$ cat src/frlc_defines.svh
// Purpose: Offsets, field positions and reset values of the framing registers
// Assumes: Word index times four is the APB byte address
// Notes:   Definitions only
`ifndef FRLC_DEFINES_SVH
`define FRLC_DEFINES_SVH

// Register word indexes
`define FRLC_IDX_COLL       6'h1c
`define FRLC_IDX_CNT_HI     6'h1d
`define FRLC_IDX_CNT_LO     6'h1e
`define FRLC_IDX_RATE       6'h1f

// Field positions
`define FRLC_CBYTE_MSB      7
`define FRLC_CBYTE_LSB      4
`define FRLC_CBIT_MSB       3
`define FRLC_CBIT_LSB       1
`define FRLC_CPAR_BIT       0
`define FRLC_NTX_LO_MSB     7
`define FRLC_NTX_LO_LSB     3
`define FRLC_SPLIT_MSB      2
`define FRLC_SPLIT_LSB      0
`define FRLC_RATE_MSB       7
`define FRLC_RATE_LSB       4

// Reset and set-default values
`define FRLC_RST_BYTE       8'h00
`define FRLC_RST_RATE       4'h0
`define FRLC_RST_WORD       32'h0000_0000
`define FRLC_NO_SPLIT       3'h0

`endif

$ cat src/frlc_pkg.sv
// Purpose: Types shared by the framing register bank
// Assumes: Single clock domain
// Notes:   Constants live in frlc_defines.svh
package frlc_pkg;

    // Collision report from the receive framer
    typedef struct packed {
        logic       valid;
        logic [3:0] byte_cnt;
        logic [2:0] bit_cnt;
        logic       on_parity;
    } frlc_coll_evt_t;

    // Bit rate detection result
    typedef struct packed {
        logic       valid;
        logic [3:0] code;
    } frlc_rate_evt_t;

    // Collision capture state
    typedef struct packed {
        logic       armed;
        logic [7:0] disp;
        logic       par_err;
    } frlc_cap_t;

    // Register bank state
    typedef struct packed {
        logic [7:0]  cnt_hi;
        logic [7:0]  cnt_lo;
        logic [3:0]  rate;
        logic [31:0] prdata;
        logic        pready;
        logic        pslverr;
        logic        par_irq;
        logic        par_off;
    } frlc_regs_t;

endpackage

$ cat src/frlc_regs.sv
// Purpose: APB register bank for collision, transmit count and bit rate display
// Assumes: Framer and detector events arrive on pclk; APB byte address is index times four
// Notes:   Answers every access on the second access cycle
//
// Chosen here: the APB interface to the registers.
`timescale 1ns/1ps
`include "frlc_defines.svh"
module frlc_regs (
    input  wire logic                     pclk,
    input  wire logic                     presetn,
    input  wire logic                     psel,
    input  wire logic                     penable,
    input  wire logic                     pwrite,
    input  wire logic [7:0]               paddr,
    input  wire logic [31:0]              pwdata,
    output logic [31:0]                   prdata,
    output logic                          pready,
    output logic                          pslverr,
    input  wire logic                     frame_start,
    input  wire logic                     in_ac_range,
    input  wire frlc_pkg::frlc_coll_evt_t coll_evt,
    input  wire frlc_pkg::frlc_rate_evt_t rate_evt,
    input  wire logic                     set_default_cmd,
    input  wire logic                     anticoll_mode,
    input  wire logic                     card_idle,
    input  wire logic                     wakeup_cmd,
    output logic [12:0]                   tx_byte_count,
    output logic [2:0]                    tx_split_bits,
    output logic                          tx_parity_off,
    output logic                          parity_irq,
    output logic                          coll_parity_err
);

    frlc_pkg::frlc_regs_t st_r;
    frlc_pkg::frlc_regs_t st_nxt;
    logic [7:0]           coll_disp;
    logic                 coll_par;
    logic                 acc;
    logic                 wr_en;
    logic [2:0]           split_nxt;

    // Word index match, shared by read and write decode
    function automatic logic idx_hit(input logic [7:0] a, input logic [5:0] idx);
        return a[7:2] == idx;
    endfunction

    function automatic logic mapped(input logic [7:0] a);
        return idx_hit(a, `FRLC_IDX_COLL) || idx_hit(a, `FRLC_IDX_CNT_HI) ||
               idx_hit(a, `FRLC_IDX_CNT_LO) || idx_hit(a, `FRLC_IDX_RATE);
    endfunction

    frlc_coll_capture u_cap (
        .pclk            (pclk),
        .presetn         (presetn),
        .frame_start     (frame_start),
        .in_ac_range     (in_ac_range),
        .set_default_cmd (set_default_cmd),
        .coll_evt        (coll_evt),
        .disp            (coll_disp),
        .par_err         (coll_par)
    );

    assign acc   = psel && penable;
    assign wr_en = acc && pwrite && st_r.pready && !st_r.pslverr;

    always_comb begin
        st_nxt         = st_r;
        st_nxt.pready  = 1'b0;
        st_nxt.pslverr = 1'b0;
        st_nxt.par_irq = 1'b0;

        // Access phase: answer on the following edge
        if (acc && !st_r.pready) begin
            st_nxt.pready  = 1'b1;
            st_nxt.pslverr = !mapped(paddr);
            st_nxt.prdata  = `FRLC_RST_WORD;
            if (!pwrite) begin
                if (idx_hit(paddr, `FRLC_IDX_COLL)) begin
                    st_nxt.prdata[7:0] = coll_disp;
                end else if (idx_hit(paddr, `FRLC_IDX_CNT_HI)) begin
                    st_nxt.prdata[7:0] = st_r.cnt_hi;
                end else if (idx_hit(paddr, `FRLC_IDX_CNT_LO)) begin
                    st_nxt.prdata[7:0] = st_r.cnt_lo;
                end else if (idx_hit(paddr, `FRLC_IDX_RATE)) begin
                    st_nxt.prdata[`FRLC_RATE_MSB:`FRLC_RATE_LSB] = st_r.rate;
                end
            end
        end

        // Write takes effect at the edge where pready is sampled high
        if (wr_en) begin
            if (idx_hit(paddr, `FRLC_IDX_CNT_HI)) begin
                st_nxt.cnt_hi = pwdata[7:0];
            end
            if (idx_hit(paddr, `FRLC_IDX_CNT_LO)) begin
                st_nxt.cnt_lo = pwdata[7:0];
            end
        end

        if (rate_evt.valid) begin
            st_nxt.rate = rate_evt.code;
        end

        if (set_default_cmd) begin
            st_nxt.cnt_hi = `FRLC_RST_BYTE;
            st_nxt.cnt_lo = `FRLC_RST_BYTE;
            st_nxt.rate   = `FRLC_RST_RATE;
        end

        split_nxt      = st_nxt.cnt_lo[`FRLC_SPLIT_MSB:`FRLC_SPLIT_LSB];
        st_nxt.par_off = anticoll_mode && (split_nxt != `FRLC_NO_SPLIT);

        if (wakeup_cmd && anticoll_mode && card_idle &&
            st_r.cnt_lo[`FRLC_SPLIT_MSB:`FRLC_SPLIT_LSB] != `FRLC_NO_SPLIT) begin
            st_nxt.par_irq = 1'b1;
        end
    end

    always_ff @(posedge pclk or negedge presetn) begin
        if (!presetn) begin
            st_r <= '{cnt_hi:  `FRLC_RST_BYTE,
                      cnt_lo:  `FRLC_RST_BYTE,
                      rate:    `FRLC_RST_RATE,
                      prdata:  `FRLC_RST_WORD,
                      pready:  1'b0,
                      pslverr: 1'b0,
                      par_irq: 1'b0,
                      par_off: 1'b0};
        end else begin
            st_r <= st_nxt;
        end
    end

    assign prdata          = st_r.prdata;
    assign pready          = st_r.pready;
    assign pslverr         = st_r.pslverr;
    assign tx_byte_count   = {st_r.cnt_hi, st_r.cnt_lo[`FRLC_NTX_LO_MSB:`FRLC_NTX_LO_LSB]};
    assign tx_split_bits   = st_r.cnt_lo[`FRLC_SPLIT_MSB:`FRLC_SPLIT_LSB];
    assign tx_parity_off   = st_r.par_off;
    assign parity_irq      = st_r.par_irq;
    assign coll_parity_err = coll_par;
endmodule

$ cat src/frlc_coll_capture.sv
// Purpose: Catches the first collision of a frame for the collision display
// Assumes: Event inputs are synchronous to pclk
// Notes:   Set-default clears the display and wins over a same-cycle event
`timescale 1ns/1ps
`include "frlc_defines.svh"
module frlc_coll_capture (
    input  wire logic                    pclk,
    input  wire logic                    presetn,
    input  wire logic                    frame_start,
    input  wire logic                    in_ac_range,
    input  wire logic                    set_default_cmd,
    input  wire frlc_pkg::frlc_coll_evt_t coll_evt,
    output logic [7:0]                   disp,
    output logic                         par_err
);

    frlc_pkg::frlc_cap_t st_r;
    frlc_pkg::frlc_cap_t st_nxt;

    always_comb begin
        st_nxt         = st_r;
        st_nxt.par_err = 1'b0;
        if (frame_start) begin
            st_nxt.armed = 1'b1;
        end
        if (coll_evt.valid && st_r.armed) begin
            st_nxt.armed = 1'b0;
            if (in_ac_range) begin
                st_nxt.disp[`FRLC_CBYTE_MSB:`FRLC_CBYTE_LSB] = coll_evt.byte_cnt;
                st_nxt.disp[`FRLC_CBIT_MSB:`FRLC_CBIT_LSB]   = coll_evt.bit_cnt;
                st_nxt.disp[`FRLC_CPAR_BIT]                  = coll_evt.on_parity;
                st_nxt.par_err                               = coll_evt.on_parity;
            end
        end
        if (set_default_cmd) begin
            st_nxt.disp    = `FRLC_RST_BYTE;
            st_nxt.par_err = 1'b0;
        end
    end

    always_ff @(posedge pclk or negedge presetn) begin
        if (!presetn) begin
            st_r <= '{armed: 1'b1, disp: `FRLC_RST_BYTE, par_err: 1'b0};
        end else begin
            st_r <= st_nxt;
        end
    end

    assign disp    = st_r.disp;
    assign par_err = st_r.par_err;
endmodule

$ cat config.mk
export PLATFORM = sky130hd
export DESIGN_NAME = frlc_regs
export DESIGN_NICKNAME = d
export VERILOG_FILES = /design/src/frlc_pkg.sv /design/src/frlc_regs.sv /design/src/frlc_coll_capture.sv
export VERILOG_INCLUDE_DIRS = /design/src
export SDC_FILE = /design/constraint.sdc
export NUM_CORES = 1
export LEC_CHECK = 0
export BUFFER_PORTS_ARGS = -buffer_cell sky130_fd_sc_hd__buf_2
export CAP_MARGIN = 25
export CORE_MARGIN = 3
export CORE_UTILIZATION = 46
export CTS_CLUSTER_SIZE = 12
export DETAILED_ROUTE_END_ITERATION = 8
export GPL_TIMING_DRIVEN = 0
export PLACE_DENSITY = 0.8
export SKIP_CTS_REPAIR_TIMING = 1
export SYNTH_ARGS = -nofsm -noshare
export SYNTH_HDL_FRONTEND = slang
export SYNTH_SLANG_ARGS = --single-unit
$ cat constraint.sdc
create_clock -name pclk -period 1.7 [get_ports pclk]
set_input_delay 0.425 -clock pclk [delete_from_list [all_inputs] [get_ports pclk]]
set_output_delay 0.425 -clock pclk [all_outputs]
set_load 0.02 [all_outputs]
==> reports/metrics.cfg, run 1 <==
[worst_hold_path]
hold_path_class=in2async

[cts]
path_clk_slew_ps=80
clockBufferDepth=2
htree_num_levels=2
root_buffer=clkbuf_8
clkLatencyLatePin_ps=290
cts_tree=done
numCtsBuffers=5
cts_sinks=42

[setup_path]
crit_arrival_ps=1700
critPathSlowestCell=dfrtp_1
cp_max_fo=7
critPathCaptureType=flip-flop
cp_top_family=simple AND/OR/NAND/NOR gates
critical_path_buf_inv_count=1
crit_type=reg2reg
cp-start-kind=flip-flop
cp_slowest_stage_delay_ps=380
cp_cell_sequence=and4b_1 -> and4_4 -> buf_6 -> mux2_4
worstPathRequired_ps=1880

[global_route]
globalRouteTotalUtil_pct=18.2
antenna_found_initial=0
grt_pass1_wl_um=8650
grt_pass1_vias=1814
grt_overflow=0
grt_max_degree=43

[floorplan]
fp.dieH_um=79.0
start_util_pct=49.6
rows=25
io_pins=118
core_area_um2=4940
die_x_um=79.0
dieArea_um2=6250

[routing]
postRouteWirelength_um=5280
via_count=1835
route.detailed.drc=0
firstDrtPassIters=4
ant_nets=0
viasPerCell=4.65
drt_iter0_markers=83
wl_per_cell_um=13.4

[logic_synthesis]
ys_types=33
synth_area_um2=2450
syn_inst=233
yosysWarnings=0
synth_top_cell_by_area=dfrtp_1
synth_top_area_share_pct=41.8
syn_avg_cell_area_um2=10.5
ys_ff_latch=42
netlist_top_cells_area=dfrtp_1, buf_4, mux2i_1
ys_seq_area_share_pct=42.9

[sta]
finalClockSkew_ps=2.06
tightestPinTransition_ps=898
fmax_mhz=658
finalCritPeriodShare_pct=89.4
slew_headroom_pct=40.2
finalSetupViolations=0
timing.final.hold_violations=0
period_minus_slack_ps=1520
drv_slew=0
rsz0062_at_grt=no

[final_layout]
nNetsFinal=392
fillerInstances=441
drive_gt1_share_pct=39.6
num_antenna_cells=0
area_growth_pct=23.7
final_common_cell=buf_2
stdcell_count=395
mostFrequentLayoutCells=buf_2, buf_4, dfrtp_1

[power]
power_density_nw_per_um2=653
power.total_uw=1980
leakagePower_uw=0.00168
peakVddDrop_mv=0.469

[placement]
gp_congestion=0.801
placed_cells=387
dp_hpwl_um=4010
io_buffers=64

[status]
status=finished clean

[run]
cap_violations=0

registers in the layout, summed over array words and instances, names as in the netlist:
| name | count |
|---|---|
| parity_irq | 1 |
| prdata | 8 |
| pready | 1 |
| pslverr | 1 |
| st_r | 4 |
| tx_byte_count | 13 |
| tx_parity_off | 1 |
| tx_split_bits | 3 |
| u_cap.disp | 8 |
| u_cap.par_err | 1 |
| u_cap.st_r | 1 |
cell type report:
class | instances | area (um^2) | area share [%]
Sequential cell | 42 | 1050 | 34.7
Multi-Input combinational cell | 152 | 1040 | 34.3
Buffer | 60 | 440 | 14.5
Timing Repair Buffer | 64 | 320 | 10.6
Clock buffer | 8 | 90.1 | 2.97
Tap cell | 67 | 83.8 | 2.76
Inverter | 2 | 7.51 | 0.247
through the flow:
stage / hold slack (ps) / worst slack, ps / setup TNS [ps] / area (um^2) / util (%)
4_1_cts: 286 / 182 / 0 / 3030 / 61.4
6_report: 256 / 180 / 0 / 3030 / 61.4
3_3_place_gp: 477 / -6.15 / -6.15 / 2940 / 59.6
5_1_grt: 309 / 128 / 0 / 3030 / 61.4
3_5_place_dp: 482 / -11.1 / -11.1 / 2940 / 59.6
2_1_floorplan: 129 / 163 / 0 / 2540 / -
synth_stat cells:
| library cell | instances |
|---|---|
| nor2b_1 | 6 |
| and4_1 | 1 |
| conb_1 | 1 |
| mux4_2 | 1 |
| nand2b_4 | 2 |
| nand3_1 | 2 |
| dfstp_2 | 1 |
| a21oi_1 | 12 |
| buf_1 | 1 |
| nand2_1 | 16 |
| and3_1 | 1 |
| nand4_1 | 1 |
| nor3_1 | 7 |
| mux2_4 | 1 |
| buf_2 | 1 |
| inv_1 | 2 |
| nand4_2 | 1 |
| buf_6 | 3 |
| mux2i_1 | 21 |
| dfrtp_1 | 41 |
| and4b_1 | 2 |
| nor3b_1 | 1 |
| nand4b_1 | 1 |
| nand2b_1 | 27 |
| and4_4 | 1 |
| nor2_1 | 8 |
| buf_8 | 1 |
| a2111oi_0 | 4 |
| mux4_1 | 3 |
| buf_4 | 48 |
| nand3b_1 | 1 |
| clkbuf_1 | 6 |
| a22o_1 | 8 |
worst paths after layout:
path | start | endpoint | slack (ps) | cells after the start
max | pslverr | tx_parity_off | 180 | 4
min | presetn | st_r[37] | 260 | 1
max reg2reg | pslverr | tx_parity_off | 180 | 4
min reg2reg | u_cap.st_r[9] | u_cap.st_r[9] | 490 | 1
max in group asynchronous | presetn | tx_byte_count[0] | 890 | 1
min in group pclk | coll_evt[8] | u_cap.st_r[9] | 290 | 2
cells by family after synthesis:
| family | Yosys count | synth area share, % |
|---|---|---|
| other cells | 1 | 0.153 |
| simple gates | 78 | 18.7 |
| flops | 42 | 42.9 |
| compound gates | 24 | 6.73 |
| buf+inv | 62 | 18.3 |
| mux | 26 | 13.3 |
where the power goes:
part / internal (uW) / switching (uW)
clock: 331 / 326
sequential: 1020 / 12.2
combinational: 127 / 165
metal layers:
layer	share of wire (%)	track usage (%)
met1	44	24.7
met5	0	0
met4	1.4	6.19
met3	6.5	4.31
met2	48	28.7
(Power assumes the default switching activity.)
==> run 2, diff against run 1 <==
--- a/config.mk
+++ b/config.mk
@@ -13,7 +13,7 @@
 export CTS_CLUSTER_SIZE = 12
 export DETAILED_ROUTE_END_ITERATION = 8
 export GPL_TIMING_DRIVEN = 0
-export PLACE_DENSITY = 0.8
+export PLACE_DENSITY = 0.78
 export SKIP_CTS_REPAIR_TIMING = 1
 export SYNTH_ARGS = -nofsm -noshare
 export SYNTH_HDL_FRONTEND = slang
==> run 2 against run 1 <==
Effect of this change:
- first-iteration DRC count shrank 51%
- via count grew 0.49%
- wire length grew 1.8%
- final area grew 0.99%
- clock power grew 1%
- hold slack gained 48 ps
- critical path depth is the same
- critical endpoint unchanged
==> reports/metrics.cfg, run 2 (same netlist as run 1, synthesis figures left out) <==
[floorplan]
dieArea_um2=6250  ; unchanged
io_pins=118  ; unchanged
rows=25  ; unchanged
die_x_um=79.0  ; unchanged
start_util_pct=49.6  ; unchanged
core_area_um2=4940  ; unchanged
fp.dieH_um=79.0  ; unchanged

[placement]
io_buffers=64  ; unchanged
gp_congestion=0.784  ; -2.1%
dp_hpwl_um=4020  ; +0.21%
dpl_cell_area_um2=2940  ; unchanged
placed_cells=387  ; unchanged
pre_cts_ws_ps=-8.76  ; +2.37 ps

[routing]
route.detailed.drc=0  ; unchanged
ant_nets=0  ; unchanged
wl_per_cell_um=13.5  ; +1.3%
drt_iter0_markers=41  ; -51%
viasPerCell=4.64  ; about the same
firstDrtPassIters=4  ; unchanged
postRouteWirelength_um=5380  ; +1.8%
via_count=1844  ; +0.49%

[global_route]
grt_max_degree=43  ; unchanged
antenna_found_initial=0  ; unchanged
grt_pass1_wl_um=8820  ; +1.9%
grt_overflow=0  ; unchanged
grt_pass1_vias=1773  ; -2.3%
globalRouteTotalUtil_pct=18.2  ; about the same

[sta]
tns_ps=0  ; unchanged
timing.final.hold_violations=0  ; unchanged
setup_ws_ps=173  ; -6.95 ps
finalCritPeriodShare_pct=89.8  ; +0.41 points
finalSetupViolations=0  ; unchanged
finalClockSkew_ps=9.88  ; +7.83 ps
drv_slew=0  ; unchanged
whs_ps=304  ; +48.2 ps
tightestPinTransition_ps=476  ; -422 ps
period_minus_slack_ps=1530  ; +6.95 ps
rsz0062_at_grt=no
fmax_mhz=655  ; -0.46%
slew_headroom_pct=67.4  ; +27 points

[final_layout]
fillerInstances=452  ; +2.5%
area_growth_pct=24.9
mostFrequentLayoutCells=buf_2, buf_4, dfrtp_1
num_antenna_cells=0  ; unchanged
stdcell_count=397  ; +0.51%
fin_area_um2=3060  ; +0.99%
nNetsFinal=394  ; +0.51%
final_common_cell=buf_2
largest_reg_flops=13  ; unchanged
drive_gt1_share_pct=39.7  ; +0.063 points

[cts]
htree_num_levels=2  ; unchanged
path_clk_slew_ps=80  ; about the same
cts_sinks=42  ; unchanged
root_buffer=clkbuf_8
clockBufferDepth=2  ; unchanged
numCtsBuffers=5  ; unchanged
cts_tree=done
clkLatencyLatePin_ps=290  ; about the same

[power]
peakVddDrop_mv=0.366  ; -22%
power_density_nw_per_um2=652  ; -0.18%
leakagePower_uw=0.00169  ; +0.81%

[setup_path]
crit_type=reg2reg
cp-start-kind=flip-flop
crit_arrival_ps=1710  ; about the same
cp_max_fo=7  ; unchanged
worstPathRequired_ps=1880  ; about the same
critPathCaptureType=flip-flop

[run]
cap_violations=0  ; unchanged

[worst_hold_path]
hold_path_class=in2reg

[status]
status=finished clean

-- run 2: cell count changes in the layout (fill, tap and decap cells not counted), sizes merged --
cell	delta
dlygate4sd3	+1
buf	+1
-- run 2: final timing paths --
kind / start / to / slack (ps) / cells after the start
min in group asynchronous: presetn / st_r[36] / 470 / 2
min reg2reg: u_cap.st_r[9] / u_cap.st_r[9] / 490 / 1
max: pslverr / tx_parity_off / 170 / 4
max reg2reg: pslverr / tx_parity_off / 170 / 4
min: coll_evt[8] / u_cap.st_r[9] / 300 / 2
max in group asynchronous: presetn / u_cap.st_r[9] / 780 / 3
-- run 2: layer usage --
metal	vias to the layer above	global-route usage (%)	part of all wire (%)
met2	62	28.9	50
li1	921	-	-
met3	4	4.20	7.0
met1	857	25.3	42
met5	-	0	0
met4	0	4.64	0.74
-- run 2: layout make-up --
type | instances | area [um^2] | share of cell area, %
inverter | 2 | 7.51 | 0.245
tap | 67 | 83.8 | 2.74
buffer | 60 | 440 | 14.4
sequential | 42 | 1050 | 34.3
multi-input combinational | 152 | 1040 | 33.9
clock buffer | 8 | 90.1 | 2.94
timing repair buffer | 66 | 350 | 11.4
-- run 2: per-stage QoR --
| step | total power, uW | utilization, % |
|---|---|---|
| CTS | 2000 | 61.4 |
| global placement | 1340 | 59.6 |
| finish | 2000 | 62.0 |
| detailed placement | 1340 | 59.6 |
| floorplan | 1240 | - |
| global route | 2090 | 62.0 |
-- run 2: power breakdown --
part	switching (uW)	internal [uW]	total (uW)	leakage (uW)
combinational	167	133	300	0.00107
sequential	12.7	1020	1030	0.000577
clock	334	332	665	0.0000455
-- run 2: critical path, stage by stage (launching register included) --
cell	delay, ps
dfrtp_1	380
and4b_1	340
and4_4	250
buf_6	150
mux2_4	300
